<file path="config.mk">
export PLATFORM = sky130hd
export DESIGN_NAME = tune_sequencer_top
export DESIGN_NICKNAME = d
export VERILOG_FILES = /design/src/pkg/tune_ctrl_pkg.sv /design/src/rtl/cal_request_qualifier.sv /design/src/rtl/tune_sequencer_top.sv
export SDC_FILE = /design/constraint.sdc
export NUM_CORES = 1
export LEC_CHECK = 0
export BUFFER_PORTS_ARGS = -buffer_cell sky130_fd_sc_hd__buf_2
export CORE_MARGIN = 8
export CORE_UTILIZATION = 50
export DETAILED_ROUTE_END_ITERATION = 16
export GPL_TIMING_DRIVEN = 0
export HOLD_SLACK_MARGIN = 0.05
export PLACE_DENSITY = 0.72
export REMOVE_ABC_BUFFERS = 1
export SLEW_MARGIN = 10
export SYNTH_ARGS = -nofsm -noshare
export SYNTH_HDL_FRONTEND = slang
export SYNTH_HIERARCHICAL = 1
export SYNTH_SLANG_ARGS = --single-unit
</file>
<file path="constraint.sdc">
create_clock -name mclk -period 3.82 [get_ports mclk]
set_input_delay 0.191 -clock mclk [delete_from_list [all_inputs] [get_ports mclk]]
set_output_delay 0.191 -clock mclk [all_outputs]
set_load 0.03 [all_outputs]
</file>
<file path="src/pkg/tune_ctrl_pkg.sv">
// constants, register map and state encoding of the calibration sequencer
// assumes a 200 MHz mclk and an AXI4-Lite register port with 32-bit data
package tune_ctrl_pkg;

	// ----------------------------------------
	// register map: printed index, byte address is four times it
	// ----------------------------------------
	localparam int ADDR_W = 8;
	localparam logic [5:0] IDX_TRIM = 6'h01;
	localparam logic [5:0] IDX_CTRL = 6'h02;
	localparam logic [5:0] IDX_STATUS = 6'h03;
	localparam logic [5:0] IDX_FSADJ = 6'h04;

	// ----------------------------------------
	// field positions and reset values
	// ----------------------------------------
	localparam int TRIM_INHIBIT_BIT = 13;
	localparam int CTRL_EXT_BIT = 0;
	localparam int CTRL_DCLK2_BIT = 1;
	localparam logic [15:0] TRIM_RESET = 16'h0000;
	localparam logic [1:0] CTRL_RESET = 2'h0;
	localparam logic [7:0] FSADJ_RESET = 8'h80;
	localparam logic [7:0] FS_CODE_HIGH = 8'hff;
	localparam logic [7:0] FS_CODE_LOW = 8'h00;
	localparam logic [1:0] RESP_OKAY = 2'h0;
	localparam logic [1:0] RESP_SLVERR = 2'h2;

	// ----------------------------------------
	// counts, in sample clock cycles unless noted
	// ----------------------------------------
	localparam int CAL_LOW_CYCLES = 1024;
	localparam int CAL_HIGH_CYCLES = 1024;
	localparam int CAL_RUN_CYCLES = 2048;
	localparam int SHORT_DELAY_CYCLES = 16384;
	localparam int LONG_DELAY_CYCLES = 262144;
	localparam int CNT_W = 20;
	// mclk cycles for the pin synchronisers to fill after reset
	localparam int SYNC_SETTLE_CYCLES = 3;
	// sample clock counted as stopped after this long without an edge
	localparam int MCLK_PERIOD_NS = 5;
	localparam int STALL_TIME_NS = 200;
	localparam int STALL_CYCLES = (STALL_TIME_NS + MCLK_PERIOD_NS - 1) / MCLK_PERIOD_NS;

	// ----------------------------------------
	// sequencer states, gray along startup-delay-cal-idle
	// ----------------------------------------
	typedef enum logic [1:0] {
		ST_STARTUP = 2'b00,
		ST_DELAY = 2'b01,
		ST_CAL = 2'b11,
		ST_IDLE = 2'b10
	} tune_state_e;

endpackage

</file>
<file path="src/rtl/cal_request_qualifier.sv">
// qualifier of the calibrate request pin: low run, then high run, then one pulse
// assumes req_level is already synchronised and sample_tick marks sample clock edges
`timescale 1ns/10ps
`default_nettype none
module cal_request_qualifier
	import tune_ctrl_pkg::*;
#(
	parameter int LOW_CYCLES = CAL_LOW_CYCLES,
	parameter int HIGH_CYCLES = CAL_HIGH_CYCLES
) (
	// clock and reset
	input wire logic mclk,
	input wire logic rst_n,
	// request pin and timing
	input wire logic sample_tick,
	input wire logic req_level,
	input wire logic enable,
	// qualified request
	output logic fire
);

	logic [CNT_W-1:0] low_cnt_reg;
	logic [CNT_W-1:0] high_cnt_reg;
	logic armed_reg;
	logic fire_reg;
	wire low_done = low_cnt_reg == CNT_W'(LOW_CYCLES - 1);
	wire high_done = high_cnt_reg == CNT_W'(HIGH_CYCLES - 1);

	assign fire = fire_reg;

	always_ff @(posedge mclk) begin
		if (!rst_n || !enable) begin
			low_cnt_reg <= '0;
			high_cnt_reg <= '0;
			armed_reg <= 1'b0;
			fire_reg <= 1'b0;
		end else begin
			fire_reg <= 1'b0;
			if (sample_tick && !req_level) begin
				high_cnt_reg <= '0;
				if (!armed_reg && low_done) begin
					armed_reg <= 1'b1;
				end else if (!armed_reg) begin
					low_cnt_reg <= low_cnt_reg + 1'b1;
				end
			end else if (sample_tick) begin
				low_cnt_reg <= '0;
				if (armed_reg && high_done) begin
					fire_reg <= 1'b1;
					armed_reg <= 1'b0;
					high_cnt_reg <= '0;
				end else if (armed_reg) begin
					high_cnt_reg <= high_cnt_reg + 1'b1;
				end
			end
		end
	end
endmodule
`default_nettype wire

</file>
<file path="src/rtl/tune_sequencer_top.sv">
// Summary of operation
// - busy flag high exactly during calibration
// - stop data clocks during trimming calibration
// - power-up calibration only after delay interval
// - request high at power-up skips calibration
// - request qualified by low run then high run
// - termination trim at power-up, on command unless inhibit bit set
// - delay select pin picks delay length
// - power-down holds delay counter still
// - extended mode forces short delay
// - edge select high: launch on rising
// - edge select low: launch on falling
// - out-of-range pair may carry second clock
// - range from pin, or register in extended
// - swing pin selects driver strength
// - analog held down while sample clock stopped
// - power-down waits for running calibration
// - calibrate request ignored while powered down
// control-pin logic of a dual converter; registers over AXI4-Lite
// assumes pins and sample_clk are asynchronous to mclk; out_of_range_in is mclk logic
`timescale 1ns/10ps
`default_nettype none
module tune_sequencer_top
	import tune_ctrl_pkg::*;
#(
	parameter int SHORT_DELAY = SHORT_DELAY_CYCLES,
	parameter int LONG_DELAY = LONG_DELAY_CYCLES,
	parameter int CAL_RUN = CAL_RUN_CYCLES,
	parameter int CAL_LOW = CAL_LOW_CYCLES,
	parameter int CAL_HIGH = CAL_HIGH_CYCLES
) (
	// clock and reset
	input wire logic mclk,
	input wire logic rst_n,
	// converter sample clock
	input wire logic sample_clk,
	// control pins
	input wire logic cal_request,
	input wire logic tune_delay_select,
	input wire logic power_down_input,
	input wire logic launch_edge_select,
	input wire logic driver_swing_select,
	input wire logic input_range_select,
	// converter status
	input wire logic out_of_range_in,
	// control outputs
	output logic tune_in_progress,
	output logic data_output_clock,
	output logic second_pair_out,
	output logic data_launch,
	output logic driver_strong,
	output logic term_trim_active,
	output logic analog_power_down,
	output logic range_from_register,
	output logic [7:0] full_scale_code,
	// axi4-lite write
	input wire logic [ADDR_W-1:0] s_axi_awaddr,
	input wire logic [2:0] s_axi_awprot,
	input wire logic s_axi_awvalid,
	output logic s_axi_awready,
	input wire logic [31:0] s_axi_wdata,
	input wire logic [3:0] s_axi_wstrb,
	input wire logic s_axi_wvalid,
	output logic s_axi_wready,
	output logic [1:0] s_axi_bresp,
	output logic s_axi_bvalid,
	input wire logic s_axi_bready,
	// axi4-lite read
	input wire logic [ADDR_W-1:0] s_axi_araddr,
	input wire logic [2:0] s_axi_arprot,
	input wire logic s_axi_arvalid,
	output logic s_axi_arready,
	output logic [31:0] s_axi_rdata,
	output logic [1:0] s_axi_rresp,
	output logic s_axi_rvalid,
	input wire logic s_axi_rready
);

	// ----------------------------------------
	// helpers
	// ----------------------------------------
	function automatic logic is_mapped(input logic [ADDR_W-1:0] a);
		is_mapped = a[1:0] == 2'b00 && (a[7:2] == IDX_TRIM || a[7:2] == IDX_CTRL
			|| a[7:2] == IDX_STATUS || a[7:2] == IDX_FSADJ);
	endfunction

	function automatic logic [31:0] merge(input logic [31:0] old, input logic [31:0] nw,
		input logic [3:0] strb);
		for (int i = 0; i < 4; i++) begin
			merge[8*i +: 8] = strb[i] ? nw[8*i +: 8] : old[8*i +: 8];
		end
	endfunction

	// ----------------------------------------
	// synchronisers
	// ----------------------------------------
	logic [5:0] pin_meta_reg;
	logic [5:0] pin_sync_reg;
	logic sclk_meta_reg;
	logic sclk_sync_reg;
	logic sclk_last_reg;

	wire cal_sync = pin_sync_reg[0];
	wire dly_sync = pin_sync_reg[1];
	wire pd_sync = pin_sync_reg[2];
	wire edge_sync = pin_sync_reg[3];
	wire swing_sync = pin_sync_reg[4];
	wire range_sync = pin_sync_reg[5];
	wire sample_tick = sclk_sync_reg && !sclk_last_reg;

	always_ff @(posedge mclk) begin
		if (!rst_n) begin
			pin_meta_reg <= '0;
			pin_sync_reg <= '0;
			sclk_meta_reg <= 1'b0;
			sclk_sync_reg <= 1'b0;
			sclk_last_reg <= 1'b0;
		end else begin
			pin_meta_reg <= {input_range_select, driver_swing_select, launch_edge_select,
				power_down_input, tune_delay_select, cal_request};
			pin_sync_reg <= pin_meta_reg;
			sclk_meta_reg <= sample_clk;
			sclk_sync_reg <= sclk_meta_reg;
			sclk_last_reg <= sclk_sync_reg;
		end
	end

	// ----------------------------------------
	// registers and state
	// ----------------------------------------
	logic [15:0] trim_reg;
	logic [1:0] ctrl_reg;
	logic [7:0] fsadj_reg;
	tune_state_e state_reg;
	tune_state_e state_next;
	logic [CNT_W-1:0] cnt_reg;
	logic [CNT_W-1:0] cnt_next;
	logic trim_cal_reg;
	logic trim_cal_next;
	logic calibrated_reg;
	logic calibrated_next;
	logic [7:0] stall_reg;
	logic pd_reg;
	logic cal_fire;

	wire ext_mode = ctrl_reg[CTRL_EXT_BIT];
	wire clk_alive = stall_reg < 8'(STALL_CYCLES);
	wire [CNT_W-1:0] delay_last = (ext_mode || !dly_sync) ? CNT_W'(SHORT_DELAY - 1)
		: CNT_W'(LONG_DELAY - 1);
	wire [CNT_W-1:0] run_last = CNT_W'(CAL_RUN - 1);

	cal_request_qualifier #(
		.LOW_CYCLES(CAL_LOW),
		.HIGH_CYCLES(CAL_HIGH)
	) u_qual (
		.mclk(mclk),
		.rst_n(rst_n),
		.sample_tick(sample_tick),
		.req_level(cal_sync),
		.enable(!pd_sync),
		.fire(cal_fire)
	);

	// ----------------------------------------
	// calibration sequencer
	// ----------------------------------------
	always_comb begin
		state_next = state_reg;
		cnt_next = cnt_reg;
		trim_cal_next = trim_cal_reg;
		calibrated_next = calibrated_reg;
		case (state_reg)
			ST_STARTUP: begin
				cnt_next = cnt_reg + 1'b1;
				if (cnt_reg == CNT_W'(SYNC_SETTLE_CYCLES)) begin
					cnt_next = '0;
					state_next = cal_sync ? ST_IDLE : ST_DELAY;
				end
			end
			ST_DELAY: begin
				if (!pd_sync && sample_tick && cnt_reg >= delay_last) begin
					cnt_next = '0;
					trim_cal_next = 1'b1;
					state_next = ST_CAL;
				end else if (!pd_sync && sample_tick) begin
					cnt_next = cnt_reg + 1'b1;
				end
			end
			ST_CAL: begin
				if (sample_tick && cnt_reg == run_last) begin
					cnt_next = '0;
					calibrated_next = 1'b1;
					state_next = ST_IDLE;
				end else if (sample_tick) begin
					cnt_next = cnt_reg + 1'b1;
				end
			end
			ST_IDLE: begin
				if (cal_fire) begin
					trim_cal_next = !trim_reg[TRIM_INHIBIT_BIT];
					state_next = ST_CAL;
				end
			end
			default: begin
				state_next = ST_STARTUP;
			end
		endcase
	end

	always_ff @(posedge mclk) begin
		if (!rst_n) begin
			state_reg <= ST_STARTUP;
			cnt_reg <= '0;
			trim_cal_reg <= 1'b0;
			calibrated_reg <= 1'b0;
		end else begin
			state_reg <= state_next;
			cnt_reg <= cnt_next;
			trim_cal_reg <= trim_cal_next;
			calibrated_reg <= calibrated_next;
		end
	end

	// ----------------------------------------
	// pin-facing outputs
	// ----------------------------------------
	logic tune_reg;
	logic data_output_clock_reg;
	logic dclk2_reg;
	logic launch_reg;
	logic strong_reg;
	logic trim_act_reg;
	logic apd_reg;
	logic range_reg_sel_reg;
	logic [7:0] fs_code_reg;

	wire cal_next = state_next == ST_CAL;
	wire data_output_clock_run = !(cal_next && trim_cal_next);
	wire data_output_clock_next = (data_output_clock_run && sample_tick) ? !data_output_clock_reg : data_output_clock_reg;
	wire launch_next = data_output_clock_run && sample_tick && data_output_clock_next == edge_sync;
	wire pd_next = pd_sync && !cal_next;
	wire [7:0] stall_next = sample_tick ? 8'h00
		: (clk_alive ? stall_reg + 8'h01 : stall_reg);
	wire [7:0] fs_code_next = ext_mode ? fsadj_reg
		: (range_sync ? FS_CODE_HIGH : FS_CODE_LOW);

	always_ff @(posedge mclk) begin
		if (!rst_n) begin
			tune_reg <= 1'b0;
			data_output_clock_reg <= 1'b0;
			dclk2_reg <= 1'b0;
			launch_reg <= 1'b0;
			strong_reg <= 1'b0;
			trim_act_reg <= 1'b0;
			apd_reg <= 1'b1;
			pd_reg <= 1'b0;
			stall_reg <= 8'(STALL_CYCLES);
			range_reg_sel_reg <= 1'b0;
			fs_code_reg <= FS_CODE_LOW;
		end else begin
			tune_reg <= cal_next;
			data_output_clock_reg <= data_output_clock_next;
			dclk2_reg <= ctrl_reg[CTRL_DCLK2_BIT] ? data_output_clock_next : out_of_range_in;
			launch_reg <= launch_next;
			strong_reg <= swing_sync;
			trim_act_reg <= cal_next && trim_cal_next;
			apd_reg <= pd_next || !clk_alive;
			pd_reg <= pd_next;
			stall_reg <= stall_next;
			range_reg_sel_reg <= ext_mode;
			fs_code_reg <= fs_code_next;
		end
	end

	assign tune_in_progress = tune_reg;
	assign data_output_clock = data_output_clock_reg;
	assign second_pair_out = dclk2_reg;
	assign data_launch = launch_reg;
	assign driver_strong = strong_reg;
	assign term_trim_active = trim_act_reg;
	assign analog_power_down = apd_reg;
	assign range_from_register = range_reg_sel_reg;
	assign full_scale_code = fs_code_reg;

	// ----------------------------------------
	// axi4-lite slave, one write and one read at a time
	// ----------------------------------------
	logic awready_reg;
	logic wready_reg;
	logic bvalid_reg;
	logic [1:0] bresp_reg;
	logic aw_hold_reg;
	logic w_hold_reg;
	logic [ADDR_W-1:0] aw_addr_reg;
	logic [31:0] w_data_reg;
	logic [3:0] w_strb_reg;
	logic arready_reg;
	logic rvalid_reg;
	logic [31:0] rdata_reg;
	logic [1:0] rresp_reg;

	wire aw_take = s_axi_awvalid && awready_reg;
	wire w_take = s_axi_wvalid && wready_reg;
	wire wr_do = (aw_hold_reg || aw_take) && (w_hold_reg || w_take) && !bvalid_reg;
	wire [ADDR_W-1:0] wr_addr = aw_take ? s_axi_awaddr : aw_addr_reg;
	wire [31:0] wr_data = w_take ? s_axi_wdata : w_data_reg;
	wire [3:0] wr_strb = w_take ? s_axi_wstrb : w_strb_reg;
	wire [5:0] wr_idx = wr_addr[7:2];
	wire wr_ok = is_mapped(wr_addr);
	wire bvalid_next = wr_do || (bvalid_reg && !s_axi_bready);
	wire aw_hold_next = !wr_do && (aw_hold_reg || aw_take);
	wire w_hold_next = !wr_do && (w_hold_reg || w_take);
	wire [31:0] wr_merged_trim = merge({16'h0000, trim_reg}, wr_data, wr_strb);
	wire [31:0] wr_merged_ctrl = merge({30'h0, ctrl_reg}, wr_data, wr_strb);
	wire [31:0] wr_merged_fs = merge({24'h0, fsadj_reg}, wr_data, wr_strb);
	wire trim_we = wr_do && wr_ok && wr_idx == IDX_TRIM && ext_mode;
	wire ctrl_we = wr_do && wr_ok && wr_idx == IDX_CTRL;
	wire fs_we = wr_do && wr_ok && wr_idx == IDX_FSADJ;

	wire ar_take = s_axi_arvalid && arready_reg;
	wire [5:0] rd_idx = s_axi_araddr[7:2];
	wire [31:0] status_word = {26'h0, state_reg, clk_alive, pd_reg, calibrated_reg, tune_reg};
	wire [31:0] rd_word = !is_mapped(s_axi_araddr) ? 32'h0
		: rd_idx == IDX_TRIM ? {16'h0000, trim_reg}
		: rd_idx == IDX_CTRL ? {30'h0, ctrl_reg}
		: rd_idx == IDX_STATUS ? status_word
		: {24'h0, fsadj_reg};
	wire rvalid_next = ar_take || (rvalid_reg && !s_axi_rready);

	always_ff @(posedge mclk) begin
		if (!rst_n) begin
			trim_reg <= TRIM_RESET;
			ctrl_reg <= CTRL_RESET;
			fsadj_reg <= FSADJ_RESET;
			awready_reg <= 1'b0;
			wready_reg <= 1'b0;
			bvalid_reg <= 1'b0;
			bresp_reg <= RESP_OKAY;
			aw_hold_reg <= 1'b0;
			w_hold_reg <= 1'b0;
			aw_addr_reg <= '0;
			w_data_reg <= 32'h0;
			w_strb_reg <= 4'h0;
			arready_reg <= 1'b0;
			rvalid_reg <= 1'b0;
			rdata_reg <= 32'h0;
			rresp_reg <= RESP_OKAY;
		end else begin
			if (trim_we) trim_reg <= wr_merged_trim[15:0];
			if (ctrl_we) ctrl_reg <= wr_merged_ctrl[1:0];
			if (fs_we) fsadj_reg <= wr_merged_fs[7:0];
			if (aw_take) aw_addr_reg <= s_axi_awaddr;
			if (w_take) w_data_reg <= s_axi_wdata;
			if (w_take) w_strb_reg <= s_axi_wstrb;
			if (wr_do) bresp_reg <= wr_ok ? RESP_OKAY : RESP_SLVERR;
			aw_hold_reg <= aw_hold_next;
			w_hold_reg <= w_hold_next;
			bvalid_reg <= bvalid_next;
			awready_reg <= !aw_hold_next && !bvalid_next;
			wready_reg <= !w_hold_next && !bvalid_next;
			if (ar_take) rdata_reg <= rd_word;
			if (ar_take) rresp_reg <= is_mapped(s_axi_araddr) ? RESP_OKAY : RESP_SLVERR;
			rvalid_reg <= rvalid_next;
			arready_reg <= !rvalid_next;
		end
	end

	assign s_axi_awready = awready_reg;
	assign s_axi_wready = wready_reg;
	assign s_axi_bvalid = bvalid_reg;
	assign s_axi_bresp = bresp_reg;
	assign s_axi_arready = arready_reg;
	assign s_axi_rvalid = rvalid_reg;
	assign s_axi_rdata = rdata_reg;
	assign s_axi_rresp = rresp_reg;
endmodule
`default_nettype wire

</file>
==> results.txt, run 1 <==
Dividing total power by cell area gives a power density of 463 nW/µm². The region available for standard cell placement spans 15300 µm². The repair_antennas step left the layout with diodes totalling 0.

The tools report the relative max-transition margin as 0.235. In the synthesized netlist the dominant register cell turns out to be sky130_fd_sc_hd__dfxtp_1. The clock passes through at most 2 buffers. The design draws 0.00423 W. The relative area change from synthesis to final layout was 16.8%. With fillers left out, the area of the finished cells amounts to 9140 µm². The final hold violation count was 0. The run gives 0 as the number of design rule violations left after detail routing. Setup total negative slack on the finished layout was measured at 0 ns.

Port buffering added 87 buffers. The H-tree generated during clock tree synthesis spans 4 levels. Cell depth of the worst min-delay path: 3. The flop and latch count out of synthesis came out at 183. The share of post-route cells with drive strength above 1 came out at 0.144. The worst register-to-register path begins at ctrl_reg[0]. The congestion estimate from routability-driven global placement came to 0.850. The worst hold path begins at s_axi_arvalid.

After clock tree synthesis, the flow added hold-fix buffers numbering 24. The die is 141 µm wide. The height of the chip was 141 µm. The slowest stage of the critical path belongs to the cell sky130_fd_sc_hd__dfxtp_1. The critical path goes through nand2b_1, ha_1, a2111oi_0, o21ai_0, nand2_1, a31oi_1, o2bb2ai_1, o21ai_1, a211o_1. The net count reported at finish came out at 1080. Number of buffers created by CTS: 17. The number of primary I/O pins was 130; the wire length of the first global-routing pass was 28.1 mm. The critical path's largest stage delay was 0.64 ns; the number of max-cap violations was 0. TritonCTS built the clock tree.

The number of global-route vias before repair is 5788. Kind of start point of the critical path: a register. The number of synthesized flops with an enable pin is 0. The worst register-to-register path ends at second_pair_out. Summing all placed instances gives a cell area of 8330 µm². A synthesized cell averages 8.72 µm². Across all layers, the routed design uses 6393 vias. The die footprint is 19900 µm², and the post-CTS setup buffer count is 0. Clock-pin slew was measured on the worst setup and hold paths at 0.06 ns. The number of antenna violations at the first check in global routing came out at 0. Dividing the detail-routed wire length by the instance count gives 13.8 µm.

The tools report the routed wire length as 16.8 mm. The first routing iteration left 389 violations. For the part of the Yosys area used for sequential elements, the log shows 0.468. At the pin with the least slew margin, the transition time is 1.14 ns.

The starting density of the core was 0.513; the register-to-register setup slack was 1.02 ns. STA classifies the critical path endpoint as a register. Entering global routing, the biggest net connects 87 pins.

The worst reg-to-reg path cell count came out at 9. Setup repair after global routing left no endpoint under its margin. The initialized floorplan defines 45 standard-cell rows. The path with the worst hold slack has its endpoint at s_axi_rresp[1]. The biggest fanout along the worst timing path is 14, and the highest clock frequency the design can meet is 357 MHz.

The tools report the clock network latency to the later pin of the worst-skew pair as 0.43 ns. The total overflow reported by the global router was 0. The share of async-settable or async-resettable flops after synthesis was 0; the count of final setup violators was 0.

Between clock sinks in the finished design, the worst skew comes to 0.00882 ns. The critical path contains buffers and inverters numbering 0 combined. The clock net in this run drives a total of 183 sinks. The Yosys warning count is 6. For the number of instances in the synthesized netlist, the log shows 898. The logs give 7830 µm² for the cell area after technology mapping and 1218 for the final cell count without fillers. The critical path class was register to register. The shortest period the worst path allows is 2.80 ns. The final count of pins violating max slew was 0; the total of cells resized after clock tree synthesis was 0. The run finished with clean final reports.

In this run, distinct cell masters in the synthesized netlist total 66. VDD sags by at most 372 µV. For this run, the detailed router's first-pass iteration total came to 5. Cell leakage power: 3.53 nW. The detail route stage leaves a number of antenna-violating nets equal to 0. Number of fill cells: 1350.

The global-route total usage across every layer is 0.171. Path class of the lowest-slack min-delay path: input pin to register. The logs give 1163 for the cell count after placement and 3.11 ns for the worst path arrival time. The half-perimeter wire length of the detailed placement result was 11.2 mm; the post-route fraction of the period consumed by the critical path was 0.733. The tools report the buffer type at the clock tree root as sky130_fd_sc_hd__clkbuf_16.

The required time of the worst setup path came out at 4.14 ns. Among cell families on the critical path, the largest total delay comes from compound AO/OA/AOI/OAI gates. The via density per instance works out to 5.25.
power by group:
part | internal (W) | total [W] | leakage [nW] | switching, W
clock network | 0.000970 | 0.00170 | 0.280 | 0.000727
registers | 0.00197 | 0.00201 | 1.48 | 0.0000476
logic | 0.000184 | 0.000517 | 1.76 | 0.000333
synth_stat cells, drive strengths merged, types with 5 or more instances:
master / number / area, µm²
clkbuf: 22 / 82.6
nor2b: 7 / 43.8
nor3: 29 / 166
a21oi: 55 / 275
buf: 29 / 200
a211oi: 16 / 130
o21a: 6 / 45.0
o21ai: 33 / 165
a221oi: 5 / 43.8
nand4: 19 / 125
xnor2: 15 / 131
nor4: 12 / 75.1
ha: 12 / 150
dfxtp: 183 / 3660
or3: 9 / 56.3
mux2i: 25 / 250
nor2: 139 / 539
nand2b: 7 / 51.3
or2: 11 / 71.3
or4: 7 / 52.6
inv: 14 / 52.6
and3: 16 / 100
nand3: 30 / 150
a22oi: 13 / 97.6
xor2: 29 / 254
nand2: 87 / 327
and2: 24 / 150
a31oi: 9 / 56.3
cell usage in the layout, fill, tap and decap left out, drive strengths merged, types with 25 or more instances in the layout:
master and instances:
o21ai 33, buf 88, a21oi 55, dfxtp 183
xor2 29, nand3 30, nor2 139, nand2 87
nor3 29, mux2i 25
worst max-delay path by stage:
| stage | from | endpoint | slack [ns] | cells past startpoint |
|---|---|---|---|---|
| floorplan | ctrl_reg[0] | cnt_reg[0] | 1.02 | 9 |
| global placement | ctrl_reg[0] | cnt_reg[4] | 0.05 | 9 |
| detailed placement | ctrl_reg[0] | second_pair_out | 1.04 | 9 |
| CTS | ctrl_reg[0] | second_pair_out | 1.0 | 9 |
| global route | ctrl_reg[0] | second_pair_out | 0.75 | 9 |
| finish | ctrl_reg[0] | second_pair_out | 1.02 | 9 |
layout make-up:
cell class | instances | area (µm²) | area share
multi-input cells | 667 | 3900 | 0.427
clock inverters | 9 | 90.1 | 0.00986
well taps | 211 | 264 | 0.0289
flip-flops and latches | 183 | 3660 | 0.401
inverters | 14 | 55.1 | 0.00602
repair buffers | 112 | 683 | 0.0747
clock buffers | 22 | 484 | 0.0530
metrics by stage:
stage	setup WS, ns	util	hold WS, ns
global route	0.747	0.599	0.0787
global placement	0.0468	0.544	0.397
detailed placement	1.04	0.546	0.400
finish	1.02	0.599	0.0633
floorplan	1.02	-	0.253
CTS	0.997	0.599	0.0577
tightest hold or removal path, stage by stage:
cell	delay, ns
sky130_fd_sc_hd__buf_2	0.09
sky130_fd_sc_hd__a21oi_1	0.06
sky130_fd_sc_hd__nor3_1	0.11
layer usage:
| layer | share of wire | GRT usage | wire length [µm] |
|---|---|---|---|
| met1 | 0.49 | 0.229 | 8200 |
| met2 | 0.44 | 0.258 | 7410 |
| met3 | 0.064 | 0.0439 | 1080 |
| met4 | 0.0071 | 0.0633 | 119 |
| met5 | 0 | 0 | 0 |
kinds of logic (layout without fill, tap and decap cells):
kind of cell    Yosys count  count (layout)  synth area share
xor+xnor                 44              44            0.0492
mux                      27              27            0.0349
fa+ha+maj                12              12            0.0192
compound gates          156             156             0.126
simple gates            410             410             0.259
other cells               1              18          0.000479
buf+inv                  65             157            0.0428
flops                   183             183             0.468
Note: power is estimated with default switching activity, not from simulation.
==> inputs of run 2 (changes only) <==
==> constraint.sdc (replaced) <==
create_clock -name mclk -period 2.75 [get_ports mclk]
set_input_delay 0.1375 -clock mclk [delete_from_list [all_inputs] [get_ports mclk]]
set_output_delay 0.1375 -clock mclk [all_outputs]
set_load 0.03 [all_outputs]
==> results.txt, run 2 (synthesis gave the netlist of run 1 again) <==
Setup repair after global routing left no endpoint under its margin. The required time of the worst setup path is 3.04 ns. The slowest stage cell on the critical path is sky130_fd_sc_hd__nor3_4. The combined buffer and inverter count along the critical path works out to 2. Between clock sinks in the finished design, the worst skew comes to 0.00578 ns.

For this run, the top clock speed supported by timing is 385 MHz. Buffers added to address setup during post-CTS repair amount to 0. The clock tree synthesis step divided the H-tree into 4 levels. The number of antenna violations at the first check in global routing was 0; the clock slew at the register clock pins of the worst setup and hold paths was 0.07 ns. Clock tree synthesis found a total of 183 sinks.

The net count reported at finish is 1089, and the final hold violation count is 0. In the routed layout, each cell is associated on average with a via count of 5.24. The final standard cell area without fillers came out at 9250 µm². STA classifies the critical path startpoint as an input pin.

The share of post-route cells with drive strength above 1 was 0.146. The critical path is of the input pin to register type. The top cell types in the final layout, fill and taps aside, are sky130_fd_sc_hd__dfxtp_1, sky130_fd_sc_hd__nor2_1, sky130_fd_sc_hd__buf_2, sky130_fd_sc_hd__nand2_1, sky130_fd_sc_hd__a21oi_1. For the final weighted congestion in routability-driven placement, the log shows 0.850.

The run gives 5843 as the number of global-route vias before repair. The relative max-transition margin is 0.342. Buffer type at the clock tree root: sky130_fd_sc_hd__clkbuf_16. The peak ir drop on the vdd network came out at 514 µV.

The number of buffers created by CTS was 17; the maximum count of clock buffers along a single path was 2. The first detailed-routing pass ran for 5 iterations. The horizontal die dimension works out to 141 µm. The nature of the critical path endpoint was a register. The total vias in the final route is 6428. At the pin with the least slew margin, the transition time is 0.978 ns.

The total overflow left after global routing is 0. The run finished with clean final reports. The die footprint was 19900 µm²; the total power per unit cell area was 638 nW/µm². The starting density of the core was 0.513. The signal on the critical path passes through dlygate4sd3_1, buf_2, or4_1, nor3_1, o21ai_1, or2_4, nor3_4, mux2i_1, nand2_1. The final layout contains routed wiring with a total length of 17.0 mm. The run gives 0 as the number of design rule violations left after detail routing. The height of the chip came out at 141 µm.

Once detail routing completed, the nets flagged for antenna violations numbered 0. At the later pin of the worst-skew pair, clock insertion delay measures 0.43 ns. The core region is 15300 µm².

In this run the worst hold path is classified as input pin to register. The detailed router finished its first iteration with 442 violations. Input and output buffers added on the ports amount to 87. Setup violations remaining at the end of the flow were counted as 0. The tools report the final count of pins violating max slew as 0. The family with the most delay on the worst path was simple AND/OR/NAND/NOR gates. Entering global routing, the biggest net connects 87 pins. The routed wire length on met3 was 989 µm; the setup slack of the critical path after layout was 0.153 ns. The first global-routing pass estimated 28.4 mm of wire. Of all nets on the critical path, the largest fanout is 15. The tools report the global-route total usage across every layer as 0.173. The number of antenna diodes in the final layout is 0. For the cell leakage power, the log shows 3.57 nW. The mean routed wirelength per cell works out to 13.8 µm.

The routed design uses 7.39 mm of met2 wire. The run gives 130 as the number of primary I/O pins. Top routing layer in use: met4.

Max-cap violations in this run came to 0. The wire-length estimate of the detail-placed layout is 11.2 mm. The detailed router put a total of 8.31 mm of wire on met1. The floorplan has 45 rows.

Timing analysis after detailed placement gives a worst setup slack of -0.0300 ns. Compared with the post-synthesis result, the final layout area differs by 18.2%. TritonCTS built the clock tree. The post-route fraction of the period consumed by the critical path was 0.944.

Shortest period the worst path allows: 2.60 ns. Summing all placed instances gives a cell area of 8330 µm². The critical path's largest stage delay came out at 0.58 ns.

Data on the critical path arrives at its endpoint at 2.88 ns. Leaving out fill and tap cells, the most frequent cell in the layout is sky130_fd_sc_hd__dfxtp_1.
==> run 2: final cells by class <==
cell class	count	area [µm²]
Multi-Input combinational cell	667	3920
Clock inverter	9	90.1
Tap cell	211	264
Fill cell	1327	6010
Inverter	14	55.1
Timing Repair Buffer	121	773
Clock buffer	22	484
Sequential cell	183	3670
==> run 2: where the power goes <==
part | total, W | internal [W] | switching (W)
Combinational | 0.000746 | 0.000266 | 0.000479
Clock | 0.00235 | 0.00135 | 0.00101
Sequential | 0.00280 | 0.00273 | 0.0000665
==> run 2: final timing paths <==
path              endpoint  slack, ns       startpoint  depth (start not counted)
max           fsadj_reg[7]       0.15  s_axi_awaddr[1]                          9
min          w_data_reg[1]       0.06   s_axi_wdata[1]                          3
max reg2reg   fsadj_reg[7]       0.21   aw_addr_reg[6]                          7
min reg2reg  driver_strong       0.43  pin_sync_reg[4]                          1
==> run 2: per-layer routing <==
layer	vias up	global-route usage
li1	3333	-
met1	2926	0.231
met2	148	0.262
met3	21	0.0442
met4	0	0.0633
met5	-	0
==> run 2: metrics by stage <==
stage                     total power [W]  setup TNS (ns)  std cells  utilization  hold WS, ns
final                             0.00590               0       1227        0.606       0.0597
after global routing              0.00617               0       1227        0.606       0.0762
after CTS                         0.00593               0       1227        0.605       0.0588
after detailed placement          0.00355         -0.0455       1163        0.546        0.347
after global placement            0.00354          -24.90       1162        0.544        0.343
after floorplan                   0.00335          -0.907        864            -        0.199
==> run 2: worst register-to-register path: stages (launching register included) <==
cell and delay (ns):
sky130_fd_sc_hd__dfxtp_1 0.31, sky130_fd_sc_hd__or4_1 0.53, sky130_fd_sc_hd__nor4b_2 0.23, sky130_fd_sc_hd__o21ai_1 0.13, sky130_fd_sc_hd__or2_4 0.30, sky130_fd_sc_hd__nor3_4 0.58
sky130_fd_sc_hd__mux2i_1 0.26, sky130_fd_sc_hd__nand2_1 0.06
==> run 2: timing repair <==
item | in CTS | in global routing
pin swaps | 0 | 0
setup endpoints to repair | 2 | 23
hold buffers | 33 | 0
gates resized for setup | 2 | 4
endpoints found under the hold margin | 35 | 0
==> inputs of run 3 (changes only) <==
==> constraint.sdc (replaced) <==
create_clock -name mclk -period 2.25 [get_ports mclk]
set_input_delay 0.1125 -clock mclk [delete_from_list [all_inputs] [get_ports mclk]]
set_output_delay 0.1125 -clock mclk [all_outputs]
set_load 0.03 [all_outputs]
==> results.txt, run 3 (synthesis gave the netlist of run 1 again) <==
The post-route fraction of the period consumed by the critical path works out to 0.998. The combined buffer and inverter count along the critical path is 1. The critical path's largest stage delay works out to 0.54 ns. The repair_antennas step left the layout with diodes totalling 0. The worst hold path passes through 3 cells. Before antenna repair, the detailed router went through 5 iterations.

The shortest period the worst path allows is 2.25 ns. The tool flagged a number of max-cap violations equal to 0. The biggest fanout along the worst timing path is 6.

The tree is rooted in a sky130_fd_sc_hd__clkbuf_16. The logs give 17 for the number of buffers created by CTS and 0 for the count of final setup violators. The slew at the pin closest to its max-slew limit was 0.887 ns. The library cell used most frequently in the layout, excluding fill and tap cells, is sky130_fd_sc_hd__dfxtp_1. Logic gate share of total power: 0.147.

The kind of start point of the critical path is a register. The final hold violation count was 0; the height of the chip was 141 µm. For this design the ratio of total power to cell area is 769 nW/µm².

The final core area utilization was 0.630. For the worst setup path, the data arrival time is 2.53 ns. For the relative contribution of sequential cells to total power, the log shows 0.464. The startpoint identified for the worst hold timing path is s_axi_wvalid.

In the routed design, unresolved DRC markers number 0. The switching power summed over all nets was 0.00200 W. For the final count of pins violating max slew, the log shows 0. The switching part of the total is 0.271. Share of total power in the clock network: 0.389.

The relative max-transition margin came out at 0.404. Dividing the detail-routed via count by the number of cells gives 5.36. For the count of antenna-violating nets left after detailed routing, the log shows 0.

The worst hold path belongs to the class input pin to register. TritonCTS built the clock tree. The run gives 0 as the number of antenna violations at the first check in global routing. The global-route total usage across every layer was 0.175; the net count reported at finish was 1108. The run gives 0.850 as the final weighted congestion in routability-driven placement. CTS saw 183 sinks.

The logs give 4 for the H-tree level count and 1267 for the number of fill cells. For the worst setup path, the data required time is 2.54 ns. The tools report the nature of the critical path endpoint as a register. The region available for standard cell placement spans 15300 µm². The floorplan step defined a die boundary enclosing 19900 µm².

The peak ir drop on the vdd network was 633 µV. The die is 141 µm wide. Among all stages on the critical path, the largest delay is contributed by sky130_fd_sc_hd__or4_4. The critical path class is register to register. The internal power was 0.00539 W. The tools report the highest clock frequency the design can meet as 445 MHz. The path with the worst hold slack has its endpoint at s_axi_wready. Across all layers, the routed design uses 6681 vias.

The run gives 5922 as the number of global-route vias before repair. The library cells used most frequently in the layout, excluding fill and tap cells, are sky130_fd_sc_hd__dfxtp_1, sky130_fd_sc_hd__nor2_1, sky130_fd_sc_hd__buf_2, sky130_fd_sc_hd__nand2_1, sky130_fd_sc_hd__a21oi_1. The clock skew was 0.00638 ns. The number of buffers added on ports is 87.

The half-perimeter wire length of the detailed placement result was 11.2 mm; the largest net degree at the start of global routing was 87. The worst register-to-register path has a depth of 8. The first global-routing pass estimated 28.8 mm of wire. For this block, the initial DRC count from the detailed router was 516. For the worst-skew pair, the clock arrives at the later sink with an insertion delay of 0.43 ns. The startpoint identified for the worst register-to-register timing path is aw_addr_reg[6].

The logs give 0.513 for the starting density of the core and 130 for the number of primary I/O pins. The run finished with clean final reports. For the cell leakage power, the log shows 3.68 nW.

Setup slack on the worst reg-to-reg path comes out at 0.005 ns. Routed wire length: 18.1 mm. In this design, the largest share of critical-path delay is due to simple AND/OR/NAND/NOR gates. The total overflow reported by the global router is 0. The clock passes through at most 2 buffers. In the final layout, flip-flops and latches occupy 3670 µm². After detailed routing, the average wire length per cell comes to 14.5 µm. The share of post-route cells with drive strength above 1 works out to 0.197. The run gives 45 as the number of core rows. The run gives 4130 µm² as the multi-input logic area. Setup repair after global routing could not meet its margin everywhere.

Walking the worst path, the cells encountered are or4_4, nor4b_4, o21ai_2, or2_4, nor3_4, buf_4, mux2i_1, nand2_1. The clock slew at the register clock pins of the worst setup and hold paths came out at 0.07 ns. The endpoint identified for the worst register-to-register timing path is fsadj_reg[7]. The area growth from synthesis to layout is 22.8%. The tools report the worst hold-check slack as 0.0877 ns.
run 3: cell count changes in the layout (fill, tap and decap cells not counted), sizes merged:
cell | previous run | this run
buf | 88 | 102
clkinvlp | 2 | 3
dlygate4sd3 | 33 | 35
inv | 18 | 17
o21ai | 33 | 35
or3 | 9 | 10
run 3: worst max-delay path by stage:
stage                              start                endpoint  slack, ns  depth (start not counted)
after floorplan              ctrl_reg[0]              cnt_reg[0]      -0.55                          9
after global placement       ctrl_reg[0]              cnt_reg[4]      -1.52                          9
after detailed placement     ctrl_reg[0]         second_pair_out      -0.53                          9
after CTS                  sclk_last_reg  u_qual/low_cnt_reg[19]      -0.08                          7
after global routing         ctrl_reg[0]         second_pair_out      -0.09                          9
final                     aw_addr_reg[6]            fsadj_reg[7]      0.005                          8
run 3: cell type report:
type	count	area share
Inverter	14	0.00612
Multi-Input combinational cell	670	0.430
Sequential cell	183	0.382
Clock inverter	9	0.00937
Tap cell	211	0.0275
Timing Repair Buffer	137	0.0951
Clock buffer	22	0.0504
run 3: timing repair:
action / 4_1_cts / 5_1_grt
hold buffers: 35 / 0
buffers inserted: 7 / 7
hold endpoints to repair: 38 / 0
gates resized for setup: 15 / 39
gates cloned: 0 / 3
pin swaps: 18 / 7
setup endpoints to repair: 64 / 90
run 3: power by group through the flow:
stage,clock network (W),registers [W],logic [W]
3_5_place_dp,0,0.00349,0.000848
2_1_floorplan,0,0.00351,0.000582
5_1_grt,0.00308,0.00344,0.00120
6_report,0.00288,0.00343,0.00109
4_1_cts,0.00294,0.00342,0.000960
3_3_place_gp,0,0.00349,0.000837
run 3: routing by layer:
layer | track usage | vias to the layer above | part of all wire
met5 | 0 | - | 0
met4 | 0.0650 | 0 | 0.015
met3 | 0.0439 | 22 | 0.059
met2 | 0.268 | 167 | 0.46
met1 | 0.234 | 3118 | 0.47
li1 | - | 3374 | -
run 3: worst min-delay path: stages:
cell and delay [ns]:
sky130_fd_sc_hd__buf_2 0.09, sky130_fd_sc_hd__a21oi_1 0.12, sky130_fd_sc_hd__nor3b_1 0.14
run 3: per-stage QoR:
stage | cells | area (µm²) | power, W | TNS [ns] | worst slack (ns)
6_report | 1246 | 9610 | 0.00739 | 0 | 0.00491
5_1_grt | 1246 | 9610 | 0.00772 | -0.496 | -0.0877
4_1_cts | 1236 | 9380 | 0.00731 | -0.147 | -0.0836
3_5_place_dp | 1163 | 8330 | 0.00434 | -18.00 | -0.530
3_3_place_gp | 1162 | 8310 | 0.00433 | -51.45 | -1.52
2_1_floorplan | 864 | 7610 | 0.00409 | -14.85 | -0.547
